==> src/verilog/acu_consts.svh <==
// Register offsets, field positions, reset values and bus codes of the compare unit
`ifndef ACU_CONSTS_SVH
`define ACU_CONSTS_SVH

// ----------------------------------------------------------------
// Register map
// ----------------------------------------------------------------
`define ACU_SC_OFFSET      32'h0000_0000
`define ACU_SC_RESET       8'h00

// ----------------------------------------------------------------
// Field positions in the status and control register
// ----------------------------------------------------------------
`define ACU_BIT_ENABLE     7
`define ACU_BIT_REFSEL     6
`define ACU_BIT_FLAG       5
`define ACU_BIT_IRQEN      4
`define ACU_BIT_READBACK   3
`define ACU_BIT_PINEN      2
`define ACU_BIT_MODE_HI    1
`define ACU_BIT_MODE_LO    0

// ----------------------------------------------------------------
// Bus codes and timing
// ----------------------------------------------------------------
`define ACU_HTRANS_NONSEQ  2'h2
`define ACU_HSIZE_WORD     3'h2
`define ACU_SYNC_DEPTH     2

`endif

==> src/verilog/acu_pkg.sv <==
// Types shared by the compare unit modules
package acu_pkg;

    // ----------------------------------------------------------------
    // Event type selection
    // ----------------------------------------------------------------
    typedef enum logic [1:0] {
        EVT_FALL_A = 2'b00,
        EVT_RISE   = 2'b01,
        EVT_FALL_B = 2'b10,
        EVT_BOTH   = 2'b11
    } acu_evt_t;

    // ----------------------------------------------------------------
    // State of the synchroniser
    // ----------------------------------------------------------------
    typedef struct packed {
        logic meta;
        logic stable;
    } acu_sync_t;

    // ----------------------------------------------------------------
    // State of the control block
    // ----------------------------------------------------------------
    typedef struct packed {
        logic       wr_pend;
        logic       hit_pend;
        logic       comparator_enable;
        logic       reference_source_select;
        logic       compare_event_flag;
        logic       compare_irq_enable;
        logic       result_readback;
        logic       result_pin_enable;
        acu_evt_t   event_type_select;
        logic       prev_result;
        logic       armed;
        logic [7:0] rdata;
    } acu_state_t;

endpackage : acu_pkg

==> src/verilog/acu_sync.sv <==
// Two-stage synchroniser for the asynchronous comparator output
`include "acu_consts.svh"

module acu_sync (
    input  wire logic CLK,     // Bus clock
    input  wire logic RST,     // Synchronous reset
    input  wire logic ASYNC_IN, // Raw comparator level
    output logic      SYNC_OUT  // Level in the clock domain
);
    import acu_pkg::*;

    acu_sync_t st;
    acu_sync_t next_st;

    // ----------------------------------------------------------------
    // Stages
    // ----------------------------------------------------------------
    // First stage feeds only the second; nothing else looks at it
    always_comb begin
        next_st        = st;
        next_st.meta   = ASYNC_IN;
        next_st.stable = st.meta;
    end

    always_ff @(posedge CLK) begin
        if (RST) begin
            st <= '0;
        end else begin
            st <= next_st;
        end
    end

    assign SYNC_OUT = st.stable;

endmodule : acu_sync

==> src/verilog/acu_top.sv <==
// Analog compare unit control logic with AHB-Lite register slave
//
// Summary of operation
// - Enabled comparator and event logic keep running through wait mode.
// - In wait mode a compare interrupt wakes the processor, only if enabled.
// - Any stop mode switches the comparator off whatever its settings.
// - No compare event, interrupt or wake-up comes out of a stop mode.
// - Deep stop powers the unit down; it wakes in its reset state.
// - Light stop halts the unit's clocking and keeps every register bit; the two acu_sync stages keep sampling.
// - Light stop performs no compare; flag and readback do not change.
// - Leaving light stop by reset returns the unit to reset state.
// - Leaving light stop by interrupt resumes from the held state.
// - Background debug mode does not freeze the unit.
// - Inverting input always comes from the minus input pin.
// - Non-inverting input is plus pin when select is 0, else bandgap.
// - Result drives the output pin only when the pin enable is set.
// - Interrupt source may respond to rising, falling or both edges.
// - Event mode 00 falling, 01 rising, 10 falling, 11 either edge.
// - Flag sets on the selected event, clears only by writing one.
// - Interrupt request is high while flag and interrupt enable are set.
// - Readback shows live result; zero after reset and while disabled.
//
// The AHB-Lite slave port and the register addresses were left to the implementer.
`include "acu_consts.svh"

module acu_top (
    input  wire logic        CLK,                  // Bus clock, 100 MHz
    input  wire logic        RST,                  // Synchronous reset
    input  wire logic        HSEL,                 // Slave select
    input  wire logic [31:0] HADDR,                // Byte address
    input  wire logic [1:0]  HTRANS,               // Transfer type
    input  wire logic        HWRITE,               // Write access
    input  wire logic [2:0]  HSIZE,                // Transfer size
    input  wire logic [31:0] HWDATA,               // Write data
    input  wire logic        HREADY,               // Bus ready
    output logic      [31:0] HRDATA,               // Read data
    output logic             HREADYOUT,            // Slave ready
    output logic             HRESP,                // Always OKAY
    input  wire logic        PLUS_ABOVE_MINUS,     // Plus pin above minus pin
    input  wire logic        BANDGAP_ABOVE_MINUS,  // Bandgap above minus pin
    input  wire logic        WAIT_MODE,            // Processor in wait
    input  wire logic        LIGHT_STOP_MODE,      // Light stop active
    input  wire logic        DEEP_STOP_MODE,       // Deep stop active
    output logic             COMPARATOR_POWER,     // Analog comparator on
    output logic             REFERENCE_SELECT,     // Non-inverting source
    output logic             COMPARE_RESULT_PIN,   // Result pin data
    output logic             RESULT_PIN_OE,        // Result pin driven
    output logic             COMPARE_IRQ,          // Interrupt request
    output logic             WAKE_REQ              // Wake from wait
);
    import acu_pkg::*;

    acu_state_t st;
    acu_state_t next_st;

    logic run;
    logic cmp_selected;
    logic sync_result;
    logic rise_evt;
    logic fall_evt;
    logic hit_evt;
    logic addr_ok;
    logic clr_flag;
    logic wr_now;

    // ----------------------------------------------------------------
    // Analog front end
    // ----------------------------------------------------------------
    // Both comparisons use the minus pin as inverting input
    assign cmp_selected = st.reference_source_select ?
                          BANDGAP_ABOVE_MINUS : PLUS_ABOVE_MINUS;

    // Clocks halted in either stop; debug mode has no input here
    assign run = !LIGHT_STOP_MODE && !DEEP_STOP_MODE;

    acu_sync acu_sync_inst (
        .CLK      (CLK),
        .RST      (RST),
        .ASYNC_IN (cmp_selected),
        .SYNC_OUT (sync_result)
    );

    // ----------------------------------------------------------------
    // Edge detection
    // ----------------------------------------------------------------
    // Armed only after a full enabled cycle, so enabling never
    // fakes an edge from a stale previous sample
    assign rise_evt = st.armed && sync_result && !st.prev_result;
    assign fall_evt = st.armed && !sync_result && st.prev_result;

    always_comb begin
        unique case (st.event_type_select)
            EVT_FALL_A: hit_evt = fall_evt;
            EVT_RISE:   hit_evt = rise_evt;
            EVT_FALL_B: hit_evt = fall_evt;
            EVT_BOTH:   hit_evt = rise_evt || fall_evt;
        endcase
    end

    // ----------------------------------------------------------------
    // Bus decode
    // ----------------------------------------------------------------
    assign addr_ok  = HSEL && HREADY && (HTRANS == `ACU_HTRANS_NONSEQ)
                      && (HSIZE == `ACU_HSIZE_WORD);
    assign wr_now   = st.wr_pend && st.hit_pend;
    assign clr_flag = wr_now && HWDATA[`ACU_BIT_FLAG];

    // ----------------------------------------------------------------
    // Next state
    // ----------------------------------------------------------------
    always_comb begin
        next_st = st;
        if (DEEP_STOP_MODE) begin
            // Powered down: wakes in the reset state
            next_st                   = '0;
            next_st.event_type_select = EVT_FALL_A;
        end else if (LIGHT_STOP_MODE) begin
            // Everything held; an interrupt exit resumes from here
            next_st = st;
        end else begin
            // Address phase: unmapped or odd-sized accesses are ignored
            next_st.wr_pend  = addr_ok && HWRITE;
            next_st.hit_pend = addr_ok && (HADDR == `ACU_SC_OFFSET);

            // Data phase write
            if (wr_now) begin
                next_st.comparator_enable       = HWDATA[`ACU_BIT_ENABLE];
                next_st.reference_source_select = HWDATA[`ACU_BIT_REFSEL];
                next_st.compare_irq_enable      = HWDATA[`ACU_BIT_IRQEN];
                next_st.result_pin_enable       = HWDATA[`ACU_BIT_PINEN];
                next_st.event_type_select       =
                    acu_evt_t'(HWDATA[`ACU_BIT_MODE_HI:`ACU_BIT_MODE_LO]);
            end

            // Set wins over a write-one clear in the same cycle
            if (st.comparator_enable && hit_evt) begin
                next_st.compare_event_flag = 1'b1;
            end else if (clr_flag) begin
                next_st.compare_event_flag = 1'b0;
            end

            // Enabled unit keeps running through wait
            next_st.prev_result     = sync_result;
            next_st.armed           = st.comparator_enable &&
                                      next_st.comparator_enable;
            next_st.result_readback = next_st.comparator_enable &&
                                      sync_result;

            // Read data from the updated value covers read after write
            if (addr_ok && !HWRITE && (HADDR == `ACU_SC_OFFSET)) begin
                next_st.rdata = {next_st.comparator_enable,
                                 next_st.reference_source_select,
                                 next_st.compare_event_flag,
                                 next_st.compare_irq_enable,
                                 next_st.result_readback,
                                 next_st.result_pin_enable,
                                 next_st.event_type_select};
            end else begin
                next_st.rdata = `ACU_SC_RESET;
            end
        end
    end

    // Reset also covers leaving light stop by reset
    always_ff @(posedge CLK) begin
        if (RST) begin
            st <= '0;
        end else begin
            st <= next_st;
        end
    end

    // ----------------------------------------------------------------
    // Outputs
    // ----------------------------------------------------------------
    assign HRDATA    = {24'h00_0000, st.rdata};
    assign HREADYOUT = 1'b1;
    assign HRESP     = 1'b0;

    // Comparator forced off in any stop
    assign COMPARATOR_POWER   = st.comparator_enable && run;
    assign REFERENCE_SELECT   = st.reference_source_select;
    assign COMPARE_RESULT_PIN = st.result_readback;
    assign RESULT_PIN_OE      = st.result_pin_enable &&
                                st.comparator_enable && run;

    // No request while stopped, so no wake from stop
    assign COMPARE_IRQ = st.compare_event_flag &&
                         st.compare_irq_enable && run;
    assign WAKE_REQ    = WAIT_MODE && COMPARE_IRQ;
endmodule : acu_top

==> config.mk <==
export PLATFORM = sky130hd
export DESIGN_NAME = acu_top
export DESIGN_NICKNAME = d
export VERILOG_FILES = /design/src/verilog/acu_pkg.sv /design/src/verilog/acu_sync.sv /design/src/verilog/acu_top.sv
export VERILOG_INCLUDE_DIRS = /design/src /design/src/verilog
export SDC_FILE = /design/constraint.sdc
export NUM_CORES = 1
export LEC_CHECK = 0
export BUFFER_PORTS_ARGS = -buffer_cell sky130_fd_sc_hd__buf_2
export CORE_MARGIN = 8
export CORE_UTILIZATION = 27
export DETAILED_ROUTE_END_ITERATION = 10
export GPL_TIMING_DRIVEN = 0
export SYNTH_ARGS = -nofsm -noshare
export SYNTH_HDL_FRONTEND = slang
export SYNTH_SLANG_ARGS = --single-unit
==> constraint.sdc <==
create_clock -name CLK -period 1.55 [get_ports CLK]
set_input_delay 0.3875 -clock CLK [delete_from_list [all_inputs] [get_ports CLK]]
set_output_delay 0.3875 -clock CLK [all_outputs]
set_load 0.05 [all_outputs]
==> metrics, run 1 <==
Starting Density=27.7%; Crit Path Class=in2reg; core area=0.00466 sq mm; FP Rows=25; clock root cell=clkbuf_8; Crit path arrival time=1720 ps; clk slew on worst S/H paths=80 ps; Detail Placement HPWL=3010 um; Flop pwr share=approximately 44%; Tmin final=1530 ps; CP max-delay cell=or4_4; Worst Max-Slew Pin Slew=about 620 ps; drt wl/cell=11.8 um; max incr delay on CP=640 ps; most frequent cells in the layout=buf_2, buf_4, conb_1; RSZ-0062 raised after global routing=yes; Mapped Avg Cell Area=around 8.4 sq um; Clk pwr share=31.2%; Final nets=330; CTS max path bufs=2; max cap viols=0; Netlist Area Pre-Place=around 0.0013 sq mm; Seq. cell area=about 440 sq um; initial detailed-routing violation count=55; top_reg_cell synth=dfxtp_1; htree depth=1; Tightest Hold Check Type=in2reg; CP startpoint kind=input pin; worst-skew pair later-pin latency=around 260 ps; initial antenna violation count=0; combinational cell fraction of total power=25.0%; Max FO, Critical Path=6; fraction of registers with async set/reset=0%; DR vias=1227; most common cell after layout, fill and taps aside=buf_2; placed cells=298; post-route DRC violation count=0; Die Y-Extent=85.1 um; # fillers=approximately 480; Post-synth EDFFs=0; Fmax achieved=~0.65 GHz; Yosys top cell by area=dfxtp_1; Final WS setup=20.1 ps; Seq/Total Area, Yosys=34.1%; layout cell share with drive strength beyond 1=50.0%; final RePlAce weighted congestion=0.728; worst slack, placed=-279 ps; Gate Count Post-Synth=153; largest net degree at the start of global routing=13; vias per cell=4.04; Multi-input gate area=723 sq um; slew margin rel.=roughly three fifths; worst path bufs/invs=1; cts bufs inserted=3; Final Setup Violations=0; global route overflow=0; number of global-route vias before repair=1225; drt total wl=3600 um; GRT Total Usage=9.25%; Switching Share=29.5%; Final Non-Filler Cells=304; die width=~85 um; die area=0.00725 sq mm; cell area power density=approximately 660 mW/mm^2; ANT nets after route=0; CP endpoint kind=register; final hold viol count=0; largest cells by area after synthesis=dfxtp_1, buf_4, mux2i_1; Slew Limit Fails=0; PortBufs=67; first-pass GRT wire length=5560 um; first-pass iteration count of the detailed router=4; Syn-to-layout area delta=53.2%; Worst Skew=4.77 ps; FF+latch count, synth=22; Internal Power=915 uW; CTS tree=done; IO Pins=about 120; CP Data Required Time=1740 ps; Pleak=1.01 nW; # diodes=0; VDD IR max=about 0.32 mV; Yosys top cell area share=34.1%; Sink Count=22; status=finished, final reports clean; hold buffers post-CTS=0; critical path, cell by cell=buf_2 -> nor4_4 -> nand4_1 -> or4_4 -> o21ai_1; critical path's top delay family=simple AND/OR/NAND/NOR gates; yosys warns=0; Final Core Density=a little over two fifths; Psw=383 uW; Synth cell types=34; Tcrit/Tclk final=98.7%
-- routing by layer --
layer / global-route usage [%] / share of wire, % / up-vias
met2: 16.7 / 54 / 31
met4: 2.91 / 0.95 / 0
met3: 2.90 / 5.4 / 4
li1: - / - / 667
met5: 0 / 0 / -
met1: 9.94 / 39 / 525
-- per-stage QoR --
step	hold slack (ps)	cell area, sq um	TNS, ps	power (mW)
final	334	1980	0	1.30
after global placement	421	1800	-2040	0.877
after detailed placement	427	1800	-2260	0.878
after CTS	336	1890	-13.8	1.29
after floorplan	414	1400	0	0.797
after global routing	351	1980	-501	1.36
-- worst reg2reg max path: cells and delay by family, from the launching register on --
kind            cells  cell delay, ps
compound gates      3             700
flops               1             300
buf+inv             1             140
simple gates        1             120
-- final timing paths --
path	from	to	slack, ps	cells past startpoint
setup / recovery	HADDR[8]	HRDATA[1]	20	5
setup reg to reg	st[19]	HRDATA[3]	210	5
hold reg to reg	acu_sync_inst.next_st[0]	acu_sync_inst.SYNC_OUT	440	1
hold / removal	RST	acu_sync_inst.SYNC_OUT	330	2
-- cell type report --
cell class	instances	area share, %
buffer	38	14.1
clock buffer	4	2.78
inverter	3	0.570
multi-input combinational	114	36.6
sequential	22	22.3
tap	54	3.42
timing repair buffer	69	20.3
-- power by group through the flow --
stage          Clock, mW  Sequential (mW)  Combinational, mW
2_1_floorplan          0            0.582              0.216
3_3_place_gp           0            0.582              0.295
3_5_place_dp           0            0.582              0.296
4_1_cts            0.416            0.569              0.301
5_1_grt            0.446            0.569              0.343
6_report           0.405            0.569              0.324
-- cell usage after synthesis (all sizes together) (2+ instances only) --
cell,number
buf,35
dfxtp,22
nand2,14
mux2i,12
nor2,11
nor4,8
a21oi,7
o21ai,7
nand3,4
clkbuf,3
inv,3
nand4,3
and2,2
and3,2
conb,2
nor2b,2
or2,2
or4,2
-- logic make-up (layout without fill, tap and decap cells) --
family          Yosys count  count (layout)  synth area share (%)
buf+inv                  41             114                  21.8
mux                      12              12                  9.31
flops                    22              22                  34.1
other cells               2              26                 0.582
compound gates           20              20                  9.31
simple gates             56              56                  24.8
-- repair_timing --
item	4_1_cts	5_1_grt
gates resized for setup	6	14
buffers inserted	2	0
pin swaps	3	14
setup endpoints to repair	6	10
cloned	0	0
-- sequential cells by signal (all words and copies together), names as in the netlist --
signal and cells:
COMPARE_RESULT_PIN 1, HRDATA 8, REFERENCE_SELECT 1, acu_sync_inst.SYNC_OUT 1, acu_sync_inst.next_st 1, st 10
Power figures use the tool's default switching activity.
==> run 2: changes to the inputs <==
==> constraint.sdc (replaced) <==
create_clock -name CLK -period 1.9 [get_ports CLK]
set_input_delay 0.475 -clock CLK [delete_from_list [all_inputs] [get_ports CLK]]
set_output_delay 0.475 -clock CLK [all_outputs]
set_load 0.05 [all_outputs]
==> metrics, run 2 (same netlist as run 1, synthesis figures left out) <==
die width=approximately 85 um; IO Pins=~120; Tcrit/Tclk final=95.0%; Slew Limit Fails=0; max incr delay on CP=200 ps; DR vias=approximately 1200; Crit Path Class=in2out; post-route DRC violation count=0; post_cts resized=1; max FFs per register=10; ANT nets after route=0; vias per cell=4.06; r2r worst-path depth=5; Pleak=0.969 nW; M2 GR Usage=16.3%; RSZ-0062 raised after global routing=no; htree depth=1; slew margin rel.=60.3%; status=finished, final reports clean; max cap viols=0; worst hold slack=419 ps; clk slew on worst S/H paths=80 ps; cts bufs inserted=3; Sink Count=22; busiest grt layer=met2; most common cell after layout, fill and taps aside=buf_2; Tmin final=1800 ps; GRT Total Usage=9.41%; CP startpoint kind=input pin; hold buffers post-CTS=0; global route overflow=0; largest net degree at the start of global routing=14; final RePlAce weighted congestion=0.767; Detail Placement HPWL=roughly 3100 um; # fillers=~500; Max FO, Critical Path=13; CP Data Required Time=1420 ps; met1 Use GR=10.8%; Worst Max-Slew Pin Slew=593 ps; final hold viol count=0; Syn-to-layout area delta=43.2%; Die Y-Extent=85.1 um; reg-to-reg endpoint=HRDATA[3]; CTS max path bufs=2; FP Rows=25; number of global-route vias before repair=1200; cell area power density=~560 mW/mm^2; first-pass GRT wire length=between 5000 and 6000 um; drt wl/cell=roughly 12 um; PortBufs=67; r2r setup slk=540 ps; Worst R2R Start=st[19]; setup tns final=0 ps; drt total wl=3540 um; Final Setup Violations=0; CP endpoint kind=output pin; core area=approximately 0.0047 sq mm; hold path depth=2; critical path, cell by cell=buf_2 -> nor2_2 -> and3_4 -> and2_4 -> buf_4; clock root cell=clkbuf_8; hold path start=RST; Fmax achieved=0.554 GHz; Worst Hold End=acu_sync_inst.SYNC_OUT; register with the most flip-flops=st; Final nets=327; met3 Track Usage GR=3.67%; initial detailed-routing violation count=74; initial antenna violation count=0; Tightest Hold Check Type=in2reg; die area=about 0.0072 sq mm; Post-CTS Setup Repair Bufs=0; first-pass iteration count of the detailed router=4; VDD IR max=0.275 mV; Starting Density=~28%; layout cell share with drive strength beyond 1=47.0%; # diodes=0; CTS tree=done; Crit path arrival time=about 1300 ps; Worst Skew=about 6.9 ps; most frequent cells in the layout=buf_2, buf_4, conb_1; CP max-delay cell=and3_4; worst-skew pair later-pin latency=260 ps
run 2: cell types whose count changed in the layout (fill, tap and decap cells not counted), moves of 2 or more:
cell,delta
buf_2,+6
buf_6,-6
buf_8,-2
nor4_1,+4
nor4_2,-2
nor4_4,-2
o21ai_1,+2
o21ai_2,-2
run 2: power by group:
| part | switching [mW] | total (mW) | internal, mW |
|---|---|---|---|
| clock network | 0.147 | 0.331 | 0.184 |
| logic | 0.159 | 0.243 | 0.0845 |
| registers | 0.00106 | 0.464 | 0.463 |
run 2: layout make-up:
| class | instances | area, sq um | area share (%) |
|---|---|---|---|
| multi-input cells | 114 | 668 | 36.2 |
| flip-flops and latches | 22 | 440 | 23.8 |
| repair buffers | 67 | 338 | 18.3 |
| plain buffers | 37 | 267 | 14.4 |
| well taps | 54 | 67.6 | 3.66 |
| clock buffers | 4 | 55.1 | 2.98 |
| inverters | 3 | 11.3 | 0.610 |
run 2: through the flow:
stage / util [%] / worst slack [ps] / cell area (sq um) / power (mW) / cells
CTS: 39.6 / 51.4 / 1840 / 1.04 / 301
global placement: 38.4 / -219 / 1790 / 0.714 / 298
finish: 39.6 / 95.6 / 1850 / 1.04 / 301
floorplan: - / 55.1 / 1390 / 0.648 / 177
detailed placement: 38.4 / -209 / 1790 / 0.715 / 298
global route: 39.6 / 42.1 / 1850 / 1.08 / 301
run 2: worst max path at each step:
stage / start / end / slack (ps) / depth (start not counted)
floorplan: LIGHT_STOP_MODE / WAKE_REQ / 60 / 4
global placement: LIGHT_STOP_MODE / WAKE_REQ / -220 / 6
detailed placement: LIGHT_STOP_MODE / WAKE_REQ / -210 / 6
CTS: LIGHT_STOP_MODE / WAKE_REQ / 50 / 5
global route: LIGHT_STOP_MODE / WAKE_REQ / 40 / 5
finish: LIGHT_STOP_MODE / WAKE_REQ / 100 / 5
run 2: worst max-delay path, delay by kind of cell:
kind / cells / cell delay [ps]
and+or+nand+nor: 3 / 500
buffers and inverters: 2 / 360
run 2: routing by layer:
metal  part of all wire, %  vias up
met5                     0        -
met4                  0.42        0
met3                   7.3        2
met2                    50       33
met1                    42      531
li1                      -      657
==> run 3: changes to the inputs <==
--- a/config.mk
+++ b/config.mk
@@ -6,8 +6,9 @@
 export SDC_FILE = /design/constraint.sdc
 export NUM_CORES = 1
 export LEC_CHECK = 0
+export ABC_AREA = 1
 export BUFFER_PORTS_ARGS = -buffer_cell sky130_fd_sc_hd__buf_2
-export CORE_MARGIN = 8
+export CORE_MARGIN = 2
 export CORE_UTILIZATION = 27
 export DETAILED_ROUTE_END_ITERATION = 10
 export GPL_TIMING_DRIVEN = 0
==> metrics, run 3 <==
CP max-delay cell=or2_2; Synth cell types=23; Internal Power=739 uW; worst-skew pair later-pin latency=260 ps; die area=0.00556 sq mm; r2r setup slk=a little under 700 ps; worst slack, placed=29.8 ps; most frequent cells in the layout=buf_2, nor2_1, buf_4; PortBufs=67; Netlist Area Pre-Place=0.00134 sq mm; cts bufs inserted=3; drt total wl=about 3100 um; core area=between 0.004 and 0.005 sq mm; FP Rows=25; Yosys top cell area share=approximately a third; # diodes=0; Psw=321 uW; cell area power density=553 mW/mm^2; VDD IR max=around 0.31 mV; Yosys top cell by area=dfxtp_1; clk slew on worst S/H paths=about 80 ps; CP Data Required Time=between 1000 and 1500 ps; htree depth=1; layout cell share with drive strength beyond 1=approximately two fifths; Mapped Avg Cell Area=between 6 and 7 sq um; register with the most flip-flops=st; Pleak=around 0.94 nW; first-pass iteration count of the detailed router=4; Die Y-Extent=roughly 75 um; combinational cell fraction of total power=24.4%; fraction of registers with async set/reset=0%; CTS max path bufs=2; largest cells by area after synthesis=dfxtp_1, buf_4, nor2_1; Starting Density=28.3%; global route overflow=0; vias per cell=3.79; final RePlAce weighted congestion=0.830; Post-Synth Simple-Gate Area=31.5%; final hold viol count=0; FF+latch count, synth=22; CTS tree=done; Sink Count=22; status=finished, final reports clean; IO Pins=119; number of global-route vias before repair=roughly 1200; Syn-to-layout area delta=42.6%; yosys warns=0; Post-synth EDFFs=0; CP startpoint kind=input pin; critical path's top delay family=simple AND/OR/NAND/NOR gates; most common cell after layout, fill and taps aside=buf_2; max cap viols=0; clock root cell=clkbuf_8; post-route DRC violation count=0; Final Core Density=about 40%; Final nets=372; GRT Total Usage=12.1%; Tcrit/Tclk final=96.8%; ANT nets after route=0; largest family of logic cells by synthesized area=simple AND/OR/NAND/NOR gates; Tightest Hold Check Type=in2reg; Seq/Total Area, Yosys=32.8%; Fmax achieved=~0.54 GHz; hold buffers post-CTS=0; largest net degree at the start of global routing=13; Worst Skew=approximately 2.4 ps; count leader, synth=nor2_1; CP endpoint kind=output pin; commonest cells in the synthesized netlist=nor2_1, buf_4, nand2_1; max incr delay on CP=360 ps; initial antenna violation count=0; Synth Area in Compound Gates=between 10% and 20%; initial detailed-routing violation count=61; max FFs per register=10; DR vias=between 1000 and 1500; Detail Placement HPWL=2600 um; Crit Path Class=in2out; Synth Area in XOR/XNOR=0%; Switching Share=30.2%; post-synthesis mux area share=less than 1%; Flop pwr share=44.0%; Tmin final=~1800 ps; first-pass GRT wire length=5180 um; Final Setup Violations=0; Crit path arrival time=1360 ps; Gate Count Post-Synth=197; die width=74.5 um; post-synthesis adder-cell area fraction=0%; worst path bufs/invs=2; Slew Limit Fails=0; Max FO, Critical Path=5; Final WS setup=60.4 ps; critical path, cell by cell=buf_2 -> or2_2 -> nor3b_2 -> clkbuf_4; RSZ-0062 raised after global routing=no; Clk pwr share=31.5%; drt wl/cell=between 8 and 9 um; top_reg_cell synth=dfxtp_1
==> run 3: per-stage QoR <==
stage,setup TNS (ps),hold slack [ps],cell area (sq um),power (mW),instances
final,0,394,1920,1.06,359
after global placement,0,394,1860,0.734,355
after floorplan,-124,388,1440,0.669,221
after CTS,0,390,1910,1.07,359
after detailed placement,0,400,1860,0.735,355
after global routing,0,398,1920,1.11,359
==> run 3: final timing paths <==
| kind | depth (start not counted) | startpoint | to |
|---|---|---|---|
| max | 4 | LIGHT_STOP_MODE | WAKE_REQ |
| min | 2 | RST | acu_sync_inst.next_st[0] |
| max reg2reg | 6 | st[19] | HRDATA[3] |
| min reg2reg | 2 | acu_sync_inst.next_st[0] | acu_sync_inst.SYNC_OUT |
==> run 3: timing repair <==
item / 4_1_cts / 5_1_grt
hold endpoints to repair: 0 / 0
endpoints found under the setup margin: 0 / 1
setup buffers: 0 / 0
resized for setup: 0 / 1
==> run 3: area by class of cell <==
class	count	area, sq um
buffer	37	268
multi-input combinational	150	686
tap	67	83.8
fill	539	2840
clock buffer	4	55.1
sequential	22	440
timing repair buffer	67	338
inverter	12	45.0
==> run 3: kinds of logic (layout without fill, tap and decap cells) <==
| family | count (synthesis) | count (layout) |
|---|---|---|
| mux | 1 | 1 |
| buf+inv | 49 | 120 |
| simple gates | 93 | 93 |
| other cells | 2 | 26 |
| flops | 22 | 22 |
| compound gates | 30 | 30 |
==> run 3: power by group through the flow <==
stage | combinational, mW | clock, mW | sequential, mW
2_1_floorplan | 0.192 | 0 | 0.477
3_3_place_gp | 0.257 | 0 | 0.478
3_5_place_dp | 0.258 | 0 | 0.478
4_1_cts | 0.258 | 0.343 | 0.467
5_1_grt | 0.282 | 0.363 | 0.467
6_report | 0.259 | 0.334 | 0.467
==> run 3: metal layers <==
layer	GRT usage, %	share of wire [%]	vias up
li1	-	-	754
met1	15.0	45	561
met2	20.5	48	41
met3	3.93	6.2	5
met4	2.38	0.99	0
met5	0	0	-
